**src/rtl/cwd_pkg.sv**
```systemverilog
// package: field layout, encodings and register offsets of the configuration word decoder
package cwd_pkg;
   // register indices on the software read port (word addresses)
   localparam logic [3:0] ADDR_DEBUG = 4'h0;
   localparam logic [3:0] ADDR_POWER = 4'h1;
   localparam logic [3:0] ADDR_WDOG = 4'h2;
   localparam logic [3:0] ADDR_STATUS = 4'h3;
   localparam logic [3:0] ADDR_RUNCTL = 4'h4;
   localparam logic [3:0] ADDR_TIMEOUT = 4'h5;
   // debug word fields
   localparam int DBG_CHAN_LSB = 3;
   localparam int DBG_SCAN_BIT = 2;
   // power word fields
   localparam int PWR_LPBOR_BIT = 3;
   localparam int PWR_RETVOFF_BIT = 2;
   localparam int PWR_BOMODE_LSB = 0;
   // watchdog word fields
   localparam int WD_ON_BIT = 15;
   localparam int WD_CLK_LSB = 13;
   localparam int WD_RUNPS_LSB = 8;
   localparam int WD_WINDOW_DISABLE_BIT = 7;
   localparam int WD_WINSZ_LSB = 5;
   localparam int WD_SLPPS_LSB = 0;
   // runtime control bits
   localparam int CTL_SWBOR_BIT = 0;
   localparam int CTL_RUNTIME_RETENTION_EN_BIT = 1;
   localparam int CTL_SLEEP_BIT = 2;
   // erased flash reads all ones
   localparam logic [31:0] WORD_ERASED = 32'hffffffff;
   localparam logic [4:0] PS_MAX_CODE = 5'h14;
   typedef enum logic [1:0] {CWD_CHAN_NONE, CWD_CHAN_P3, CWD_CHAN_P2, CWD_CHAN_P1} cwd_chan_t;
   typedef enum logic [1:0] {CWD_BO_OFF, CWD_BO_SW, CWD_BO_RUN, CWD_BO_HW} cwd_bomode_t;
   typedef enum logic [1:0] {CWD_CLK_SYS, CWD_CLK_RSVD, CWD_CLK_FRC, CWD_CLK_LOW_POWER_RC_OSC} cwd_wclk_t;
   // window size in eighths of the period: 11=2/8, 10=3/8, 01=4/8, 00=6/8
   localparam logic [3:0] WIN_25 = 4'h2;
   localparam logic [3:0] WIN_375 = 4'h3;
   localparam logic [3:0] WIN_50 = 4'h4;
   localparam logic [3:0] WIN_75 = 4'h6;
   typedef struct packed {
      logic [2:0] prog_pin_pair;
      logic boundary_scan_en;
   } cwd_debug_t;
   typedef struct packed {
      logic brownout_reset_en;
      logic low_power_brownout_on;
      logic retention_regulator_on;
   } cwd_power_t;
   typedef struct packed {
      logic watchdog_on;
      logic [1:0] clk_src;
      logic windowed;
      logic [3:0] window_eighths;
      logic [4:0] postscale_exp;
   } cwd_wdog_t;
endpackage

```
**src/rtl/cwd_config_word_decode.sv**
```systemverilog
// config_word_decode: latches configuration words on the first edge after reset release and decodes control settings
//
// Summary of operation
// - debug channel field selects programming pin pair
// - scan enable bit turns JTAG port on
// - low power detector enable bit, on only when main off
// - retention regulator off bit, else follows retention enable while sleeping
// - mode 11 forces brown-out reset always on
// - mode 10 brown-out only while running
// - mode 01 software bit decides; 00 off
// - watchdog enable bit turns watchdog on
// - run clock field selects watchdog clock source
// - run postscale is two to code, saturating
// - window disable bit selects normal mode
// - window size field sets window fraction
// - sleep postscale uses same saturating encoding
// - sleep always clocks watchdog from low-power oscillator
`timescale 1ns/10ps
module cwd_config_word_decode (
   input wire logic i_clk,
   input wire logic i_sys_rst,
   input wire logic [31:0] i_debug_word,
   input wire logic [31:0] i_power_word,
   input wire logic [31:0] i_wdog_word,
   input wire logic i_sleep,
   input wire logic [3:0] i_addr,
   input wire logic [31:0] i_wdata,
   input wire logic i_wr,
   input wire logic i_rd,
   output logic [31:0] o_rdata,
   output cwd_pkg::cwd_debug_t o_debug,
   output cwd_pkg::cwd_power_t o_power,
   output cwd_pkg::cwd_wdog_t o_wdog,
   output logic [20:0] o_timeout_ticks
);
   // ==========================================================
   // sleep synchroniser
   logic sleep_s1_reg;
   logic sleep_s1_next;
   logic sleep_s2_reg;
   logic sleep_s2_next;
   logic sleeping;

   // sleep comes from the power controller domain; only the second flop is read
   always_comb begin
      sleep_s1_next = i_sleep;
      sleep_s2_next = sleep_s1_reg;
   end

   always_ff @(posedge i_clk) begin
      if (i_sys_rst) begin
         sleep_s1_reg <= 1'b0;
         sleep_s2_reg <= 1'b0;
      end else begin
         sleep_s1_reg <= sleep_s1_next;
         sleep_s2_reg <= sleep_s2_next;
      end
   end

   assign sleeping = sleep_s2_reg;

   // ==========================================================
   // word capture
   logic [31:0] dbg_reg;
   logic [31:0] dbg_next;
   logic [31:0] pwr_reg;
   logic [31:0] pwr_next;
   logic [31:0] wd_reg;
   logic [31:0] wd_next;
   logic loaded_reg;
   logic loaded_next;

   // words are sampled on the first edge after reset release, so a strap
   // that settles during reset is caught, then frozen until the next reset
   always_comb begin
      dbg_next = dbg_reg;
      pwr_next = pwr_reg;
      wd_next = wd_reg;
      loaded_next = 1'b1;
      if (!loaded_reg) begin
         dbg_next = i_debug_word;
         pwr_next = i_power_word;
         wd_next = i_wdog_word;
      end
   end

   always_ff @(posedge i_clk) begin
      if (i_sys_rst) begin
         dbg_reg <= cwd_pkg::WORD_ERASED;
         pwr_reg <= cwd_pkg::WORD_ERASED;
         wd_reg <= cwd_pkg::WORD_ERASED;
         loaded_reg <= 1'b0;
      end else begin
         dbg_reg <= dbg_next;
         pwr_reg <= pwr_next;
         wd_reg <= wd_next;
         loaded_reg <= loaded_next;
      end
   end

   // ==========================================================
   // runtime control
   logic [2:0] ctl_reg;
   logic [2:0] ctl_next;
   logic ctl_wr_hit;
   logic sw_bor;
   logic runtime_retention_en;

   // only the runtime control word is writable; config words ignore writes
   always_comb begin
      ctl_wr_hit = i_wr && (i_addr == cwd_pkg::ADDR_RUNCTL);
      ctl_next = ctl_reg;
      if (ctl_wr_hit) begin
         ctl_next = i_wdata[2:0];
      end
   end

   always_ff @(posedge i_clk) begin
      if (i_sys_rst) begin
         ctl_reg <= 3'h0;
      end else begin
         ctl_reg <= ctl_next;
      end
   end

   assign sw_bor = ctl_reg[cwd_pkg::CTL_SWBOR_BIT];
   assign runtime_retention_en = ctl_reg[cwd_pkg::CTL_RUNTIME_RETENTION_EN_BIT];

   // ==========================================================
   // debug decode
   cwd_pkg::cwd_debug_t debug_next;
   cwd_pkg::cwd_chan_t chan;

   always_comb begin
      chan = cwd_pkg::cwd_chan_t'(dbg_reg[cwd_pkg::DBG_CHAN_LSB +: 2]);
      debug_next.prog_pin_pair = 3'h0;
      unique case (chan)
         cwd_pkg::CWD_CHAN_P1: begin
            debug_next.prog_pin_pair = 3'h1;
         end
         cwd_pkg::CWD_CHAN_P2: begin
            debug_next.prog_pin_pair = 3'h2;
         end
         cwd_pkg::CWD_CHAN_P3: begin
            debug_next.prog_pin_pair = 3'h4;
         end
         cwd_pkg::CWD_CHAN_NONE: begin
            debug_next.prog_pin_pair = 3'h0;
         end
      endcase
      debug_next.boundary_scan_en = dbg_reg[cwd_pkg::DBG_SCAN_BIT];
   end

   always_ff @(posedge i_clk) begin
      if (i_sys_rst) begin
         o_debug <= '0;
      end else begin
         o_debug <= debug_next;
      end
   end

   // ==========================================================
   // power decode
   cwd_pkg::cwd_power_t power_next;
   cwd_pkg::cwd_bomode_t bomode;
   logic lp_bor_allowed;
   logic ret_allowed;

   always_comb begin
      bomode = cwd_pkg::cwd_bomode_t'(pwr_reg[cwd_pkg::PWR_BOMODE_LSB +: 2]);
      lp_bor_allowed = pwr_reg[cwd_pkg::PWR_LPBOR_BIT];
      ret_allowed = !pwr_reg[cwd_pkg::PWR_RETVOFF_BIT];
      power_next.brownout_reset_en = 1'b0;
      unique case (bomode)
         cwd_pkg::CWD_BO_HW: begin
            power_next.brownout_reset_en = 1'b1;
         end
         cwd_pkg::CWD_BO_RUN: begin
            power_next.brownout_reset_en = !sleeping;
         end
         cwd_pkg::CWD_BO_SW: begin
            power_next.brownout_reset_en = sw_bor;
         end
         cwd_pkg::CWD_BO_OFF: begin
            power_next.brownout_reset_en = 1'b0;
         end
      endcase
      power_next.low_power_brownout_on = lp_bor_allowed
         & !power_next.brownout_reset_en;
      // the regulator only matters in sleep; awake it is reported off
      power_next.retention_regulator_on = ret_allowed & sleeping & runtime_retention_en;
   end

   always_ff @(posedge i_clk) begin
      if (i_sys_rst) begin
         o_power <= '0;
      end else begin
         o_power <= power_next;
      end
   end

   // ==========================================================
   // watchdog decode
   cwd_pkg::cwd_wdog_t wdog_next;
   logic [4:0] ps_code;
   logic [4:0] ps_exp;
   logic [1:0] win_code;

   always_comb begin
      wdog_next.watchdog_on = wd_reg[cwd_pkg::WD_ON_BIT];
      // reserved clock code 01 is passed through; the watchdog treats it as its own choice
      if (sleeping) begin
         wdog_next.clk_src = 2'(cwd_pkg::CWD_CLK_LOW_POWER_RC_OSC);
         ps_code = wd_reg[cwd_pkg::WD_SLPPS_LSB +: 5];
      end else begin
         wdog_next.clk_src = wd_reg[cwd_pkg::WD_CLK_LSB +: 2];
         ps_code = wd_reg[cwd_pkg::WD_RUNPS_LSB +: 5];
      end
      // every code above the cap gives the longest ratio
      if (ps_code > cwd_pkg::PS_MAX_CODE) begin
         ps_exp = cwd_pkg::PS_MAX_CODE;
      end else begin
         ps_exp = ps_code;
      end
      wdog_next.postscale_exp = ps_exp;
      wdog_next.windowed = !wd_reg[cwd_pkg::WD_WINDOW_DISABLE_BIT];
      win_code = wd_reg[cwd_pkg::WD_WINSZ_LSB +: 2];
      unique case (win_code)
         2'h3: begin
            wdog_next.window_eighths = cwd_pkg::WIN_25;
         end
         2'h2: begin
            wdog_next.window_eighths = cwd_pkg::WIN_375;
         end
         2'h1: begin
            wdog_next.window_eighths = cwd_pkg::WIN_50;
         end
         2'h0: begin
            wdog_next.window_eighths = cwd_pkg::WIN_75;
         end
      endcase
   end

   always_ff @(posedge i_clk) begin
      if (i_sys_rst) begin
         o_wdog <= '0;
      end else begin
         o_wdog <= wdog_next;
      end
   end

   // ==========================================================
   // timeout
   logic [20:0] timeout_next;

   // ticks of the selected source clock; the watchdog applies the source
   // period itself, so no clock rate has to be known here
   always_comb begin
      timeout_next = 21'h1 << ps_exp;
   end

   always_ff @(posedge i_clk) begin
      if (i_sys_rst) begin
         o_timeout_ticks <= 21'h0;
      end else begin
         o_timeout_ticks <= timeout_next;
      end
   end

   // ==========================================================
   // register readback
   logic [31:0] rdata_next;
   logic [31:0] status_word;

   always_comb begin
      status_word = {19'h0, power_next, wdog_next.clk_src, wdog_next.watchdog_on,
         debug_next.boundary_scan_en, debug_next.prog_pin_pair, 2'h0, sleeping};
      rdata_next = 32'h0;
      if (i_rd) begin
         unique case (i_addr)
            cwd_pkg::ADDR_DEBUG: rdata_next = dbg_reg;
            cwd_pkg::ADDR_POWER: rdata_next = pwr_reg;
            cwd_pkg::ADDR_WDOG: rdata_next = wd_reg;
            cwd_pkg::ADDR_STATUS: rdata_next = status_word;
            cwd_pkg::ADDR_RUNCTL: rdata_next = {29'h0, ctl_reg};
            cwd_pkg::ADDR_TIMEOUT: rdata_next = {11'h0, timeout_next};
            default: rdata_next = 32'h0;
         endcase
      end
   end

   always_ff @(posedge i_clk) begin
      if (i_sys_rst) begin
         o_rdata <= 32'h0;
      end else begin
         o_rdata <= rdata_next;
      end
   end
endmodule

```
**config.mk**
```make
export PLATFORM = sky130hd
export DESIGN_NAME = cwd_config_word_decode
export DESIGN_NICKNAME = d
export VERILOG_FILES = /design/src/rtl/cwd_pkg.sv /design/src/rtl/cwd_config_word_decode.sv
export SDC_FILE = /design/constraint.sdc
export NUM_CORES = 1
export LEC_CHECK = 0
export BUFFER_PORTS_ARGS = -buffer_cell sky130_fd_sc_hd__clkbuf_2
export CORE_AREA = 4 4 120 122
export DETAILED_ROUTE_END_ITERATION = 12
export DIE_AREA = 0 0 124 126
export PLACE_DENSITY = 0.78
export SYNTH_ARGS = -nofsm -noshare
export SYNTH_HDL_FRONTEND = slang
export SYNTH_SLANG_ARGS = --single-unit
```
**constraint.sdc**
```tcl
create_clock -name i_clk -period 1.6 [get_ports i_clk]
set_input_delay 0.32 -clock i_clk [delete_from_list [all_inputs] [get_ports i_clk]]
set_output_delay 0.32 -clock i_clk [all_outputs]
set_load 0.005 [all_outputs]
```
Word level (Yosys, flattened, before mapping)
Cells that the tools add are included.
{"block": "totals", "word_cells": 57, "register_bits": 175, "input_bits": 137}
{"block": "op_classes", "muxes": 8, "order_cmp": 1, "bitwise_logic": 4, "n_eq_ne": 14, "shift": 1, "reduce_logical": 10}
{"cell": "$pmux 32 s6", "count": 1}
{"cell": "$shl 1x5->21 const A", "count": 1}
{"cell": "$pmux 4 s4", "count": 1}
{"cell": "$eq 2x2->1 const B", "count": 6}
{"cell": "$pmux 3 s4", "count": 1}
{"cell": "$mux 5", "count": 2}
{"cell": "$eq 4x2->1 const B", "count": 2}
{"cell": "$eq 4x3->1 const B", "count": 2}
{"cell": "$eq 2x1->1 const B", "count": 3}
{"cell": "$logic_not 2->1", "count": 3}
{"cell": "$gt 5x5->1 const B", "count": 1}
{"cell": "$eq 4x1->1 const B", "count": 1}
{"cell": "$logic_not 1->1", "count": 4}
{"cell": "$logic_not 4->1", "count": 1}
{"cell": "$pmux 1 s4", "count": 1}
{"cell": "$and 1x1->1", "count": 3}
{"cell": "$mux 2", "count": 1}
{"cell": "$reduce_or 2->1", "count": 1}
{"cell": "$logic_and 1x1->1", "count": 1}
{"cell": "$mux 1", "count": 1}
{"cell": "$not 1->1", "count": 1}

Logic depth before layout (Yosys ltp)
{"block": "logic_depth", "depth_word": 5, "mapped_depth": 8}

Worst setup path after synthesis
Ideal clock, no wire load.
{"block": "synth_timing", "path_kind": "flip-flop to flip-flop", "start": "reg sleep_s2_reg", "end": "reg o_rdata[11]", "path_slack_ns": 0.156, "period_less_slack_ns": 1.444, "setup_ns": 0.074, "path_buffers": 1, "arrival_ns": 1.370, "stages_incl_launch_ff": 6, "path_cell_list": "dfxtp_1 > buf_6 > mux2_4 > nor4_4 > nand2_1 > a31oi_1"}
{"block": "synth_via", "elab_chain_len": 5}
{"item": "from (decl)", "line": "cwd_config_word_decode.sv:40", "rtl": "logic sleep_s2_reg;"}
{"item": "from (signal assigned)", "line": "cwd_config_word_decode.sv:56", "rtl": "sleep_s2_reg <= sleep_s2_next;"}
{"item": "$mux 5 or $logic_not 1->1 (tied branches)", "line": "cwd_config_word_decode.sv:212, cwd_config_word_decode.sv:179"}
{"item": "$gt 5x5->1 or $pmux 1 s4 (tied branches)", "line": "cwd_config_word_decode.sv:220, cwd_config_word_decode.sv:174"}
{"item": "$mux 5 or $logic_not 1->1 (tied branches)", "line": "cwd_config_word_decode.sv:220, cwd_config_word_decode.sv:189"}
{"item": "$shl 1x5->21 or $and 1x1->1 (tied branches)", "line": "cwd_config_word_decode.sv:259, cwd_config_word_decode.sv:189"}
{"item": "$pmux 32 s6 *", "line": "cwd_config_word_decode.sv:280", "rtl": "unique case (i_addr)"}
{"item": "to (signal assigned)", "line": "cwd_config_word_decode.sv:296", "rtl": "o_rdata <= rdata_next;"}
{"item": "to (decl)", "line": "cwd_config_word_decode.sv:30", "rtl": "output logic [31:0] o_rdata,"}
Every way passes the cells marked *; elsewhere a longest branch is shown, timed or not.
A chain may end at the register's enable or synchronous reset.

Worst setup path after layout
{"block": "layout_timing", "start": "reg sleep_s2_reg", "end": "reg o_rdata[7]"}
{"block": "layout_via", "elab_chain_len": 5}
{"item": "$mux 5 *", "line": "cwd_config_word_decode.sv:212", "rtl": "if (sleeping) begin"}
{"item": "$gt 5x5->1", "line": "cwd_config_word_decode.sv:220", "rtl": "if (ps_code > cwd_pkg::PS_MAX_CODE) begin"}
{"item": "$mux 5 *", "line": "cwd_config_word_decode.sv:220"}
{"item": "$shl 1x5->21 *", "line": "cwd_config_word_decode.sv:259", "rtl": "timeout_next = 21'h1 << ps_exp;"}
{"item": "$pmux 32 s6 *", "line": "cwd_config_word_decode.sv:280"}
Marks and branches as above.

==> metrics.cfg <==
[yosys]
synth_cells = 644
post_synth_xor_area_fraction_pct = 0
synth_area_um2 = 6635
ys_types = 54
synth_seq_cells = 174
muxShareOfSynthArea_pct = 16.86
synth_warnings = 0
synth_top_family_by_area = simple AND/OR/NAND/NOR gates
synthesis.nets = 781
synth_compound_area_share_pct = 9.353
async_reset_ff_share_pct = 0
synth_fa_ha_area_share_pct = 0
synth_edf_count = 0
syn_area_per_cell_um2 = 10.30
yosysSeqAreaShare_pct = 52.50
synth-simple-area-share_pct = 17.25
ys.flop_type = dfxtp_1

[clocking]
cts_root_buf = clkbuf_16
ctsHoldBuffers = 0
clk_latency_ns = 0.43
postCtsSetupBuffers = 0
ctsHtreeMaxLevel = 4
path_clk_slew_ns = 0.07
tritoncts = done
clock-sinks = 174
cts_buffers = 17
max-clock-path-buffers = 2

[run]
maxCapViolCount = 0

[power_and_ir_drop]
p_per_area_nw_per_um2 = 1123
vdd_ir_drop_max_mv = 0.7318
p_total_mw = 9.900
leakagePower_nw = 4.066

[critical_path]
worst-setup-path-type = reg2reg
r2r-start = sleep_s2_reg
r2r_end = o_rdata[7]
cp.arrival_ns = 1.90
required_ns = 1.96
reg2reg_depth = 5
cp-start-kind = flip-flop
worstPathMaxFanout = 6
r2r_slack_ns = 0.06
end_kind = flip-flop

[finish]
drive_gt1_share_pct = 35.71
final_cells = 1058
area_delta_synth_final_pct = 32.89
diodes = 0
layout.nets = 1006
nFillCells = 1053
stdcell_area_um2 = 8817

[die]
die_y_um = 126
num_io_pins = 210
dieWidth_um = 124
core_um2 = 13190
std_cell_rows = 42
die_area_um2 = 15620
initial_core_util_pct = 50.30

[routing]
routed_wl_um = 18240
viasPerCell = 5.288
first_pass_iters = 8
drt.antenna.violating_nets = 0
wl_per_cell_um = 17.24
drc = 0
vias = 5595
drtIter0Drc = 556

[placed_design]
post_dp_cell_area_um2 = 8152
gp_congestion = 0.9148
numPlacedInstances = 1026
dpl.hpwl_um = 13230
portBuffers = 179

[min_path]
hold_start = i_power_word[28]
worstHoldEndpoint = pwr_reg[28]
whs_path_depth = 3
worstHoldPathType = in2reg

[timing]
rsz0062_at_grt = yes
drv_slew = 0
hold_viol_final = 0
period_minus_slack_ns = 1.544
finClkSkew_ns = 0.009767
setup_viol = 0
fmax_mhz = 647.8
finalCritPeriodShare_pct = 96.48

[global_routing]
grt_pass1_vias = 5484
grt_pass1_wl_um = 28130
antenna_found_initial = 1
grt_max_degree = 60
grt_overflow = 0
grt_usage_pct = 23.29

[outcome]
outcome = completed

-- cell type report --
class	count	area (µm²)	area share [%]
clock buffer	20	456.7	5.180
clock inverter	12	160.2	1.816
inverter	5	18.77	0.2129
multi-input combinational	421	2925	33.18
sequential	174	3492	39.61
tap	176	220.2	2.498
timing repair buffer	250	1544	17.51
-- worst max-delay path, cell delays in order (launching register included) --
cell	delay (ns)
dfxtp_4	0.39
mux2_4	0.35
a2111oi_4	0.27
buf_4	0.18
nand3_1	0.11
a31oi_1	0.18
-- per-stage QoR --
step                 TNS, ns  worst slack [ns]  hold slack, ns  utilization [%]
floorplan                  0            0.1557          0.4133                -
CTS                        0          0.004525         0.08202            66.49
detailed placement   -0.4999          -0.05997          0.4549            61.80
global placement     -0.1837          -0.04227          0.4547            61.80
global route        -0.04215          -0.04215         0.08510            66.85
finish                     0           0.05630          0.1015            66.85
-- power by group --
group | switching (mW) | total (mW) | internal [mW]
Sequential | 0.128 | 4.65 | 4.52
Combinational | 0.490 | 0.987 | 0.497
Clock | 1.71 | 4.26 | 2.55
Total | 2.33 | 9.90 | 7.57
-- how the worst max path moves through the flow --
stage	slack, ns	from	cells past startpoint	endpoint
after floorplan	0.16	sleep_s2_reg	5	o_rdata[11]
after global placement	-0.04	i_addr[0]	6	o_rdata[20]
after detailed placement	-0.06	i_addr[0]	6	o_rdata[20]
after CTS	0.005	sleep_s2_reg	5	o_rdata[9]
after global routing	-0.04	sleep_s2_reg	6	o_rdata[11]
final	0.06	sleep_s2_reg	5	o_rdata[7]
-- cell usage after synthesis (all sizes together), types with 2 or more instances --
| cell | instances | area [µm²] |
|---|---|---|
| a22oi | 10 | 90.09 |
| nor4b | 2 | 38.78 |
| clkbuf | 19 | 71.32 |
| and3 | 7 | 43.79 |
| a21oi | 17 | 85.08 |
| and2 | 3 | 18.77 |
| nor4 | 3 | 48.80 |
| nand2b | 3 | 18.77 |
| nor3 | 10 | 60.06 |
| buf | 25 | 173.9 |
| or3 | 2 | 17.52 |
| nand3 | 11 | 55.05 |
| a22o | 2 | 17.52 |
| or2 | 4 | 25.03 |
| nor2 | 43 | 161.4 |
| mux2 | 5 | 63.81 |
| a32oi | 2 | 17.52 |
| or3b | 2 | 17.52 |
| nor3b | 3 | 27.52 |
| nand2 | 122 | 460.5 |
| o21a | 3 | 22.52 |
| mux2i | 105 | 1055 |
| a31oi | 7 | 50.05 |
| nand3b | 6 | 45.04 |
| nor2b | 10 | 62.56 |
| o21ai | 6 | 41.29 |
| a222oi | 24 | 240.2 |
| a211oi | 2 | 25.02 |
| inv | 5 | 18.77 |
| dfxtp | 174 | 3483 |
-- placed cells by master, fill, tap and decap left out, types with 3 or more instances in the layout --
cell type,instances
clkbuf_2,179
dfxtp_1,171
nand2_1,121
mux2i_1,103
buf_4,59
nor2_1,43
a222oi_1,24
clkbuf_16,17
a21oi_1,16
nand3_1,11
nor2b_1,10
nor3_1,8
buf_12,8
and3_1,7
a22oi_1,7
nand3b_1,6
a31oi_1,6
clkinvlp_4,4
buf_6,4
inv_1,3
or2_1,3
and2_1,3
o21a_1,3
nand2b_1,3
o21ai_2,3
mux2_2,3
a22oi_2,3
bufinv_16,3
-- cell families after synthesis --
| group | count (synthesis) |
|---|---|
| and+or+nand+nor | 234 |
| DFF | 174 |
| muxes | 110 |
| AOI/OAI and AO/OA | 76 |
| buffers and inverters | 49 |
| other | 1 |
-- layer usage --
metal | vias to the layer above | wire length, µm | track usage [%] | share of wire [%]
li1 | 2715 | - | - | -
met1 | 2630 | 7617 | 28.96 | 42
met2 | 227 | 8663 | 37.00 | 47
met3 | 21 | 1666 | 8.206 | 9.1
met4 | 2 | 282 | 8.892 | 1.5
met5 | - | 8 | 0 | 0.044
-- timing repair --
| action | 4_1_cts | 5_1_grt |
|---|---|---|
| gates resized for setup | 1 | 11 |
| pin swaps | 0 | 5 |
| endpoints found under the setup margin | 11 | 15 |
| hold endpoints to repair | 0 | 0 |
Power figures use the tool's default switching activity.
